## src/eep_map.vh

```
// constants of the two-wire serial memory target
// Function
// - sample data on rising clock edge, shift output data on falling clock edge
// - data pin is open drain: pull low or release, never drive high
// - three address straps select one of 8 targets, unconnected strap reads zero
// - write-inhibit high blocks every array write, low lets writes proceed
// - array holds 256 bytes as 32 pages of 8, 8-bit word address
// - data falling while clock high is a start, start precedes every command
// - data rising while clock high is a stop, stop after read gives standby
// - transfers are 8-bit words, target pulls data low in ninth clock
// - standby after power-up, after stop in read, after programming ends
// - first byte: bits 7-4 are 1010, bits 3-1 straps, bit 0 read/write
// - address bit 0 high starts read, low starts write
// - matching address acknowledged; mismatch not acknowledged, standby until next start
// - byte write: address, word address, one data byte acked; stop starts programming
// - during programming all bus inputs ignored; cycle completes within 5 ms
// - page write: further data bytes each acknowledged, ended by stop
// - only low three address bits increment on writes, wrapping inside page
// - polling address gets acknowledge only after programming finished
// - address counter holds last address plus one, reads wrap to zero
// - current read: after read address ack, shift out byte at counter
// - random read: dummy write of word address, repeated start, read address
// - controller ack on read byte advances address and sends next byte
`ifndef EEP_MAP_VH
`define EEP_MAP_VH

`define EEP_DEV_CODE     4'hA
`define EEP_LAST_BIT     4'h7
`define EEP_ACK_BIT      4'h8
`define EEP_PRE_BIT      4'hF
`define EEP_PAGE_BITS    3
`define EEP_ADDR_BITS    8
`define EEP_CLK_HZ       20000000
`define EEP_TWR_MS       5
`define EEP_TWR_CYC      ((`EEP_TWR_MS * `EEP_CLK_HZ) / 1000)
`define EEP_COMMIT_CYC   8

`endif

```

## src/eep_fifo.v

```verilog
// small valid/ready buffer between byte receiver and page staging
`timescale 1ns/1ps
module eep_fifo #(
    parameter W  = 16,
    parameter AW = 1
) (
    // clock and reset
    input  wire         clk_i,
    input  wire         srst_i,
    // fill side
    input  wire         in_valid_i,
    output wire         in_ready_o,
    input  wire [W-1:0] in_data_i,
    // drain side
    output wire         out_valid_o,
    input  wire         out_ready_i,
    output wire [W-1:0] out_data_o
);
    localparam DEPTH = 1 << AW;

    reg [W-1:0]  mem [0:DEPTH-1];
    reg [AW-1:0] wptr;
    reg [AW-1:0] rptr;
    reg [AW:0]   count;

    wire do_push = in_valid_i & in_ready_o;
    wire do_pop  = out_valid_o & out_ready_i;

    assign in_ready_o  = (count != DEPTH[AW:0]);
    assign out_valid_o = (count != {(AW+1){1'b0}});
    assign out_data_o  = mem[rptr];

    always @(posedge clk_i) begin
        if (do_push) begin
            mem[wptr] <= in_data_i;
        end
    end

    always @(posedge clk_i) begin
        if (srst_i) begin
            wptr  <= {AW{1'b0}};
            rptr  <= {AW{1'b0}};
            count <= {(AW+1){1'b0}};
        end else begin
            if (do_push) begin
                wptr <= wptr + 1'b1;
            end
            if (do_pop) begin
                rptr <= rptr + 1'b1;
            end
            if (do_push && !do_pop) begin
                count <= count + 1'b1;
            end else if (do_pop && !do_push) begin
                count <= count - 1'b1;
            end
        end
    end
endmodule // eep_fifo

```

## src/eep_core.v

```verilog
// two-wire serial memory target with 256-byte array and timed page programming
`timescale 1ns/1ps
`include "eep_map.vh"
module eep_core #(
    parameter PROG_CYCLES = `EEP_TWR_CYC,
    parameter TMR_W       = 17,
    parameter FIFO_AW     = 1
) (
    // clock and reset
    input  wire       clk_i,
    input  wire       srst_i,
    // two-wire bus
    input  wire       scl_i,
    input  wire       sda_i,
    output reg        sda_o,
    output reg        sda_oe_o,
    // straps
    input  wire [2:0] bus_address_straps_i,
    input  wire       write_inhibit_i,
    // status
    output reg        busy_o,
    output reg        standby_o
);
    // ------------------------------------------------------------
    // states
    // ------------------------------------------------------------
    localparam [5:0] ST_IDLE  = 6'h01;
    localparam [5:0] ST_DEV   = 6'h02;
    localparam [5:0] ST_WADDR = 6'h04;
    localparam [5:0] ST_WDATA = 6'h08;
    localparam [5:0] ST_RDATA = 6'h10;
    localparam [5:0] ST_PROG  = 6'h20;

    localparam integer     PROG_END_N = PROG_CYCLES - `EEP_COMMIT_CYC;
    localparam [TMR_W-1:0] PROG_END   = PROG_END_N[TMR_W-1:0];
    localparam NSYNC = 5;

    // ------------------------------------------------------------
    // input synchronisers
    // ------------------------------------------------------------
    wire [NSYNC-1:0] raw_in = {write_inhibit_i, bus_address_straps_i, sda_i};
    reg  [NSYNC-1:0] sync1;
    reg  [NSYNC-1:0] sync2;
    reg              scl_s1;
    reg              scl_s2;
    reg              scl_d;
    reg              sda_d;

    genvar gi;
    generate
        for (gi = 0; gi < NSYNC; gi = gi + 1) begin : g_sync
            always @(posedge clk_i) begin
                if (srst_i) begin
                    sync1[gi] <= (gi == 0) ? 1'b1 : 1'b0;
                    sync2[gi] <= (gi == 0) ? 1'b1 : 1'b0;
                end else begin
                    sync1[gi] <= raw_in[gi];
                    sync2[gi] <= sync1[gi];
                end
            end
        end
    endgenerate

    // clock chain as deep as the data chain, so start and stop compare aligned levels
    always @(posedge clk_i) begin
        if (srst_i) begin
            scl_s1 <= 1'b1;
            scl_s2 <= 1'b1;
            scl_d  <= 1'b1;
            sda_d  <= 1'b1;
        end else begin
            scl_s1 <= scl_i;
            scl_s2 <= scl_s1;
            scl_d  <= scl_s2;
            sda_d  <= sync2[0];
        end
    end

    wire       sda_s    = sync2[0];
    wire [2:0] straps   = sync2[3:1];
    wire       inhibit  = sync2[4];
    wire       scl_rise = scl_s2 & ~scl_d;
    wire       scl_fall = ~scl_s2 & scl_d;
    wire       start_c  = scl_d & scl_s2 & sda_d & ~sda_s;
    wire       stop_c   = scl_d & scl_s2 & ~sda_d & sda_s;

    // ------------------------------------------------------------
    // storage
    // ------------------------------------------------------------
    reg [7:0] mem   [0:(1 << `EEP_ADDR_BITS)-1];
    reg [7:0] stage [0:(1 << `EEP_PAGE_BITS)-1];

    reg [5:0]                 state;
    reg [3:0]                 bitcnt;
    reg [7:0]                 sreg;
    reg [7:0]                 tx;
    reg [7:0]                 addr;
    reg                       rw;
    reg                       mack;
    reg                       wrote;
    reg                       push;
    reg [7:0]                 mask;
    reg [4:0]                 row;
    reg [TMR_W-1:0]           tmr;
    reg [`EEP_PAGE_BITS-1:0]  ci;

    wire        st_prog = (state == ST_PROG);
    wire        in_ready;
    wire        out_valid;
    wire [15:0] out_data;
    wire        drain   = out_valid & ~st_prog;
    wire        dev_hit = (sreg[7:4] == `EEP_DEV_CODE) && (sreg[3:1] == straps);
    wire        commit  = st_prog && (tmr == PROG_END);
    wire        mem_we  = commit && mask[ci];

    // ------------------------------------------------------------
    // write buffer
    // ------------------------------------------------------------
    // received bytes wait here while the page is being staged
    eep_fifo #(
        .W  (16),
        .AW (FIFO_AW)
    ) u_fifo (
        .clk_i       (clk_i),
        .srst_i      (srst_i),
        .in_valid_i  (push),
        .in_ready_o  (in_ready),
        .in_data_i   ({addr, sreg}),
        .out_valid_o (out_valid),
        .out_ready_i (~st_prog),
        .out_data_o  (out_data)
    );

    always @(posedge clk_i) begin
        if (drain) begin
            stage[out_data[10:8]] <= out_data[7:0];
        end
    end

    always @(posedge clk_i) begin
        if (mem_we) begin
            mem[{row, ci}] <= stage[ci];
        end
    end

    // ------------------------------------------------------------
    // programming timer
    // ------------------------------------------------------------
    always @(posedge clk_i) begin
        if (srst_i || !st_prog) begin
            tmr <= {TMR_W{1'b0}};
            ci  <= {`EEP_PAGE_BITS{1'b0}};
        end else if (!commit) begin
            tmr <= tmr + 1'b1;
        end else begin
            // last cycles of the timer copy the staged page into the array
            ci <= ci + 1'b1;
        end
    end

    // ------------------------------------------------------------
    // status outputs
    // ------------------------------------------------------------
    always @(posedge clk_i) begin
        if (srst_i) begin
            sda_o     <= 1'b0;
            busy_o    <= 1'b0;
            standby_o <= 1'b1;
        end else begin
            // both flags lag the state by one clock
            sda_o     <= 1'b0;
            busy_o    <= st_prog;
            standby_o <= (state == ST_IDLE);
        end
    end

    // ------------------------------------------------------------
    // protocol engine
    // ------------------------------------------------------------
    always @(posedge clk_i) begin
        if (srst_i) begin
            state     <= ST_IDLE;
            bitcnt    <= 4'h0;
            sreg      <= 8'h00;
            tx        <= 8'h00;
            addr      <= 8'h00;
            rw        <= 1'b0;
            mack      <= 1'b0;
            wrote     <= 1'b0;
            push      <= 1'b0;
            mask      <= 8'h00;
            row       <= 5'h00;
            sda_oe_o  <= 1'b0;
        end else begin
            push      <= 1'b0;
            if (drain) begin
                mask[out_data[10:8]] <= 1'b1;
                row                  <= out_data[15:11];
            end
            if (st_prog) begin
                // bus ignored while programming, polls get no acknowledge
                sda_oe_o <= 1'b0;
                if (commit && ci == {`EEP_PAGE_BITS{1'b1}}) begin
                    state <= ST_IDLE;
                    mask  <= 8'h00;
                    wrote <= 1'b0;
                end
            end else if (start_c) begin
                // one below zero, so the clock fall that closes the start is not counted
                state    <= ST_DEV;
                bitcnt   <= `EEP_PRE_BIT;
                sda_oe_o <= 1'b0;
                mask     <= 8'h00;
                wrote    <= 1'b0;
            end else if (stop_c) begin
                sda_oe_o <= 1'b0;
                bitcnt   <= 4'h0;
                if (state == ST_WDATA && wrote && !inhibit) begin
                    state <= ST_PROG;
                end else begin
                    state <= ST_IDLE;
                end
            end else if (scl_rise) begin
                if (state == ST_RDATA) begin
                    if (bitcnt == `EEP_ACK_BIT) begin
                        mack <= ~sda_s;
                    end
                end else if (bitcnt != `EEP_ACK_BIT) begin
                    sreg <= {sreg[6:0], sda_s};
                end
            end else if (scl_fall) begin
                case (state)
                    ST_DEV, ST_WADDR, ST_WDATA: begin
                        if (bitcnt == `EEP_LAST_BIT) begin
                            bitcnt <= `EEP_ACK_BIT;
                            if (state == ST_DEV) begin
                                if (dev_hit) begin
                                    sda_oe_o <= 1'b1;
                                    rw       <= sreg[0];
                                end else begin
                                    // foreign address: stay quiet until the next start
                                    state <= ST_IDLE;
                                end
                            end else if (state == ST_WADDR) begin
                                sda_oe_o <= 1'b1;
                            end else if (in_ready) begin
                                sda_oe_o <= 1'b1;
                                push     <= ~inhibit;
                                wrote    <= wrote | ~inhibit;
                            end
                        end else if (bitcnt == `EEP_ACK_BIT) begin
                            sda_oe_o <= 1'b0;
                            bitcnt   <= 4'h0;
                            if (state == ST_DEV) begin
                                if (rw) begin
                                    state    <= ST_RDATA;
                                    tx       <= mem[addr];
                                    sda_oe_o <= ~mem[addr][7];
                                    addr     <= addr + 1'b1;
                                end else begin
                                    state <= ST_WADDR;
                                end
                            end else if (state == ST_WADDR) begin
                                addr  <= sreg;
                                state <= ST_WDATA;
                            // only an acknowledged data byte advances the in-page address
                            end else if (sda_oe_o) begin
                                addr[2:0] <= addr[2:0] + 1'b1;
                            end
                        end else begin
                            bitcnt <= bitcnt + 1'b1;
                        end
                    end
                    ST_RDATA: begin
                        if (bitcnt == `EEP_LAST_BIT) begin
                            sda_oe_o <= 1'b0;
                            bitcnt   <= `EEP_ACK_BIT;
                        end else if (bitcnt == `EEP_ACK_BIT) begin
                            bitcnt <= 4'h0;
                            if (mack) begin
                                tx       <= mem[addr];
                                sda_oe_o <= ~mem[addr][7];
                                addr     <= addr + 1'b1;
                            end else begin
                                // controller nack ends the read ahead of its stop
                                state <= ST_IDLE;
                            end
                        end else begin
                            bitcnt   <= bitcnt + 1'b1;
                            sda_oe_o <= ~tx[6];
                            tx       <= {tx[6:0], 1'b0};
                        end
                    end
                    default: begin
                        bitcnt <= bitcnt;
                    end
                endcase
            end
        end
    end
endmodule // eep_core

```

## config.mk

```make
export PLATFORM = sky130hd
export DESIGN_NAME = eep_core
export DESIGN_NICKNAME = d
export VERILOG_FILES = /design/src/eep_fifo.v /design/src/eep_core.v
export VERILOG_INCLUDE_DIRS = /design/src /design/src/src
export SDC_FILE = /design/constraint.sdc
export NUM_CORES = 2
export LEC_CHECK = 0
export BUFFER_PORTS_ARGS = -buffer_cell sky130_fd_sc_hd__buf_2
export CELL_PAD_IN_SITES_DETAIL_PLACEMENT = 0
export CELL_PAD_IN_SITES_GLOBAL_PLACEMENT = 1
export CORE_ASPECT_RATIO = 1.4
export CORE_MARGIN = 2
export CORE_UTILIZATION = 35
export CTS_CLUSTER_SIZE = 14
export DETAILED_ROUTE_END_ITERATION = 7
export PLACE_DENSITY = 0.6
export RECOVER_POWER = 100
export SLEW_MARGIN = 10
export SYNTH_ARGS = -nofsm -noshare
export SYNTH_HDL_FRONTEND = slang
export SYNTH_SLANG_ARGS = --single-unit
```

## constraint.sdc

```tcl
create_clock -name clk_i -period 3.63 [get_ports clk_i]
set_input_delay 0.9075 -clock clk_i [delete_from_list [all_inputs] [get_ports clk_i]]
set_output_delay 0.9075 -clock clk_i [all_outputs]
set_load 0.05 [all_outputs]
```

==> impl_metrics.yaml <==
die:
  initial_core_util: 0.352
  die_area_mm2: 0.253
  io_pins: 12
  die_w_um: 426
  die_h_um: 594
  core_mm2: 0.248
  num_rows: 216
setup_path:
  timing_worst_setup_path_type: "flop to flop"
  rr_startpoint: "addr[0]"
  ff2ff_setup_slack_ns: 0.04
  worst_r2r_endpoint: "tx[4]"
  cp.required_ns: 4.39
  crit_path_start_kind: "flop"
  endpoint_kind: "flop"
  critical_path_arrival_ns: 4.35
  critPathMaxFanout: 13
  r2r.worst_path.cells: 10
placement:
  dp_worst_setup_slack_ns: 0.0923
  buffer_ports.inserted: 10
  placedCellCount: 7880
  detailed_place.area_mm2: 0.0957
  gp_congestion: 0.870
  post-dp-hpwl_um: 159000
sta:
  setup-violations-final: 0
  rsz0062_at_grt: "false"
  clock.fmax_mhz: 279
  drv_slew: 403
  sum_of_negative_setup_slack_ns: 0
  tightest_slew_ns: 1.94
  layout_min_cycle_time_ns: 3.59
  fin_worst_skew_ns: 0.0513
  hold_ws_ns: 0.237
  timing.final.crit_share: 0.989
  final.setup.worst_slack_ns: 0.0404
  timing.final.hold_violations: 0
  slew_headroom: -0.295
synthesis:
  synth.cell_area_mm2: 0.0872
  ys_types: 73
  synth.ff_latch_count: 2239
  synthesis.yosys.warnings: 0
  syn_area_per_cell_um2: 20.6
  synth-edff-count: 2144
  synthesis.instances: 4224
  synth-async-reset-ratio: 0
  synth_sequential_area_ratio: 0.761
  number_of_nets_in_the_synthesized_netlist: 4243
  synth-main-ff-cell: "sky130_fd_sc_hd__edfxtp_1"
pwr:
  maximum_vdd_drop_mv: 0.355
  share_comb_of_total_power: 0.026
  post-layout-total-power_mw: 51.3
  p_int_mw: 40.6
  netSwitchingPower_mw: 10.7
  power_density_mw_per_mm2: 509
  seq_power_share: 0.560
  clkPwrFrac: 0.415
  p_leak_nw: 31.1
  swShare: 0.208
clock_tree:
  cts_tree: "done"
  cts-hold-fix-buffers: 0
  ctsLongestPathBuffers: 4
  worst_setup_hold_path_clk_slew_ns: 0.07
  post_cts_buffers: 0
  cts-htree-levels: 4
  cts_inserted_buffers: 211
  clk-insertion-delay-late_ns: 0.88
  cell_at_the_root_of_the_clock_tree: "sky130_fd_sc_hd__clkbuf_16"
  cts_repair_resize_count: 0
  cts_num_sinks: 2239
run:
  max_cap_viol_count: 5
finish:
  stdcell_area_mm2: 0.101
  finish.utilization: 0.408
  post_route_cells_drive_above_1_share: 0.282
  nets: 4841
  synthToLayoutAreaGrowth_pct: 15.8
  finish.cell_count_without_fillers: 8249
  layout.filler_cells: 22100
drt:
  wl_per_cell_um: 29.6
  drtIter0Drc: 4548
  drt-vias-per-instance: 5.37
  detailroute.via_count: 44300
  ant_nets: 0
  routed_wl_um: 244000
  dr.pass1.iters: 5
  remaining_drc_errors: 0
outcome:
  outcome: "complete, but fails checks"
  failed_checks: "capacitance limit, slew limit"
global_route:
  grt_start_max_net_pins: 123
  overflow: 0
  track_usage: 0.192
  grt_pass1_vias: 45500
  number_of_antenna_violations_at_the_first_check_in_global_routing: 4
  grt_first_pass_wirelength_um: 347000
hold_path:
  min-delay-path-class: "input port to flop"
  timing.hold.worst.start: "sda_i"
  timing.hold.worst_endpoint: "sync1[0]"
  holdPathStages: 2
==> flip-flops by register name (all words and copies together), names as in the netlist, 2 cells and up, named ones only <==
signal and flops:
mem 2048, stage 64, u_fifo.mem 32, tmr 17
addr 8, mask 8, sreg 8, tx 7
state 6, row 5, sync1 5, bitcnt 4
ci 3, straps 3, u_fifo.count 2
==> critical path, cell delays in order (launching register included) <==
cell and delay (ns):
sky130_fd_sc_hd__dfxtp_4 0.54, sky130_fd_sc_hd__buf_12 0.19, sky130_fd_sc_hd__buf_4 0.29, sky130_fd_sc_hd__mux4_2 0.54
sky130_fd_sc_hd__mux4_2 0.47, sky130_fd_sc_hd__a22oi_1 0.49, sky130_fd_sc_hd__o21ai_0 0.28, sky130_fd_sc_hd__a221oi_1 0.30
sky130_fd_sc_hd__nand2_1 0.14, sky130_fd_sc_hd__nand3_1 0.10, sky130_fd_sc_hd__a221oi_1 0.09
==> Yosys cell counts (all sizes together) (10+ instances only) <==
library cell	instances	share of area
and2	13	0.00093
buf	137	0.0098
mux2i	154	0.018
nand3	40	0.0023
nor2	362	0.016
nor3	27	0.0016
mux4	550	0.14
nand2b	14	0.0010
ha	11	0.0016
clkbuf	99	0.0043
a211oi	26	0.0022
or2	11	0.00079
nand2	121	0.0052
a22oi	78	0.0067
o21a	10	0.00086
inv	26	0.0011
o21ai	32	0.0018
mux2	22	0.0028
a21oi	55	0.0032
nor2b	25	0.0018
xor2	15	0.0015
o22ai	11	0.00079
a221oi	30	0.0030
edfxtp	2144	0.74
dfxtp	95	0.022
==> placed cells by master (no fill, tap or decap), types with 10 or more instances in the layout <==
cell                        instances
sky130_fd_sc_hd__a22oi_1           77
sky130_fd_sc_hd__inv_1             24
sky130_fd_sc_hd__a211oi_1          26
sky130_fd_sc_hd__buf_2             34
sky130_fd_sc_hd__clkbuf_1         151
sky130_fd_sc_hd__nand2b_1          14
sky130_fd_sc_hd__o21a_1            10
sky130_fd_sc_hd__nand2_1          113
sky130_fd_sc_hd__xor2_1            15
sky130_fd_sc_hd__a21oi_1           55
sky130_fd_sc_hd__mux2_2            10
sky130_fd_sc_hd__ha_1              11
sky130_fd_sc_hd__clkbuf_4          16
sky130_fd_sc_hd__dfxtp_1           90
sky130_fd_sc_hd__nand3_1           36
sky130_fd_sc_hd__mux4_2           550
sky130_fd_sc_hd__clkinv_1          40
sky130_fd_sc_hd__clkbuf_2         193
sky130_fd_sc_hd__buf_4            219
sky130_fd_sc_hd__clkinv_2          37
sky130_fd_sc_hd__nor2b_1           22
sky130_fd_sc_hd__a221oi_1          30
sky130_fd_sc_hd__o22ai_1           11
sky130_fd_sc_hd__nor2_1           357
sky130_fd_sc_hd__edfxtp_1        2144
sky130_fd_sc_hd__nor3_1            27
sky130_fd_sc_hd__buf_12            55
sky130_fd_sc_hd__or2_2             11
sky130_fd_sc_hd__o21ai_0           32
sky130_fd_sc_hd__bufinv_16         13
sky130_fd_sc_hd__mux2i_1          154
sky130_fd_sc_hd__clkbuf_16        214
==> worst max path at each step <==
| stage | startpoint | to | cells past startpoint |
|---|---|---|---|
| after floorplan | flop | mem[0][0] | 4 |
| after detailed placement | addr[0] | tx[4] | 10 |
| after CTS | addr[0] | tx[4] | 10 |
| final | addr[0] | tx[4] | 10 |
| after global routing | state[2] | mem[27][6] | 10 |
| after global placement | addr[0] | tx[4] | 10 |
==> area by class of cell <==
| cell class | count | area, um2 | share of cell area |
|---|---|---|---|
| Timing Repair Buffer | 621 | 4410 | 0.0436 |
| Sequential cell | 2239 | 66300 | 0.657 |
| Clock buffer | 266 | 5580 | 0.0553 |
| Inverter | 26 | 104 | 0.00103 |
| Multi-Input combinational cell | 1723 | 19700 | 0.195 |
| Clock inverter | 100 | 823 | 0.00815 |
| Antenna cell | 4 | 10.0 | 0.0000991 |
| Tap cell | 3270 | 4090 | 0.0405 |
==> power by group through the flow <==
| stage | registers [mW] | logic, mW | clock network [mW] |
|---|---|---|---|
| after global routing | 28.7 | 1.43 | 22.6 |
| after floorplan | 29.3 | 0.645 | 0 |
| final | 28.7 | 1.32 | 21.3 |
| after detailed placement | 29.3 | 1.40 | 0 |
| after CTS | 28.7 | 1.39 | 21.7 |
| after global placement | 29.3 | 1.34 | 0 |
==> per-layer routing <==
| metal | vias up | wire length [um] | GRT usage |
|---|---|---|---|
| met3 | 402 | 12000 | 0.0255 |
| li1 | 18600 | - | - |
| met5 | - | 0 | 0 |
| met4 | 0 | 10600 | 0.0764 |
| met2 | 1312 | 126000 | 0.334 |
| met1 | 24000 | 95700 | 0.241 |
==> logic make-up (layout without fill, tap and decap cells) <==
family                   after synthesis  after routing  synth area share
other                                  1              5         0.0000430
multiplexers                         726            726             0.163
AO/OA/AOI/OAI                        312            312            0.0254
adder cells (fa/ha/maj)               11             11           0.00158
flip-flops                          2239           2239             0.761
AND/OR/NAND/NOR                      649            649            0.0321
XOR/XNOR                              24             24           0.00241
buffers and inverters                262           1013            0.0152
Power figures use the tool's default switching activity.
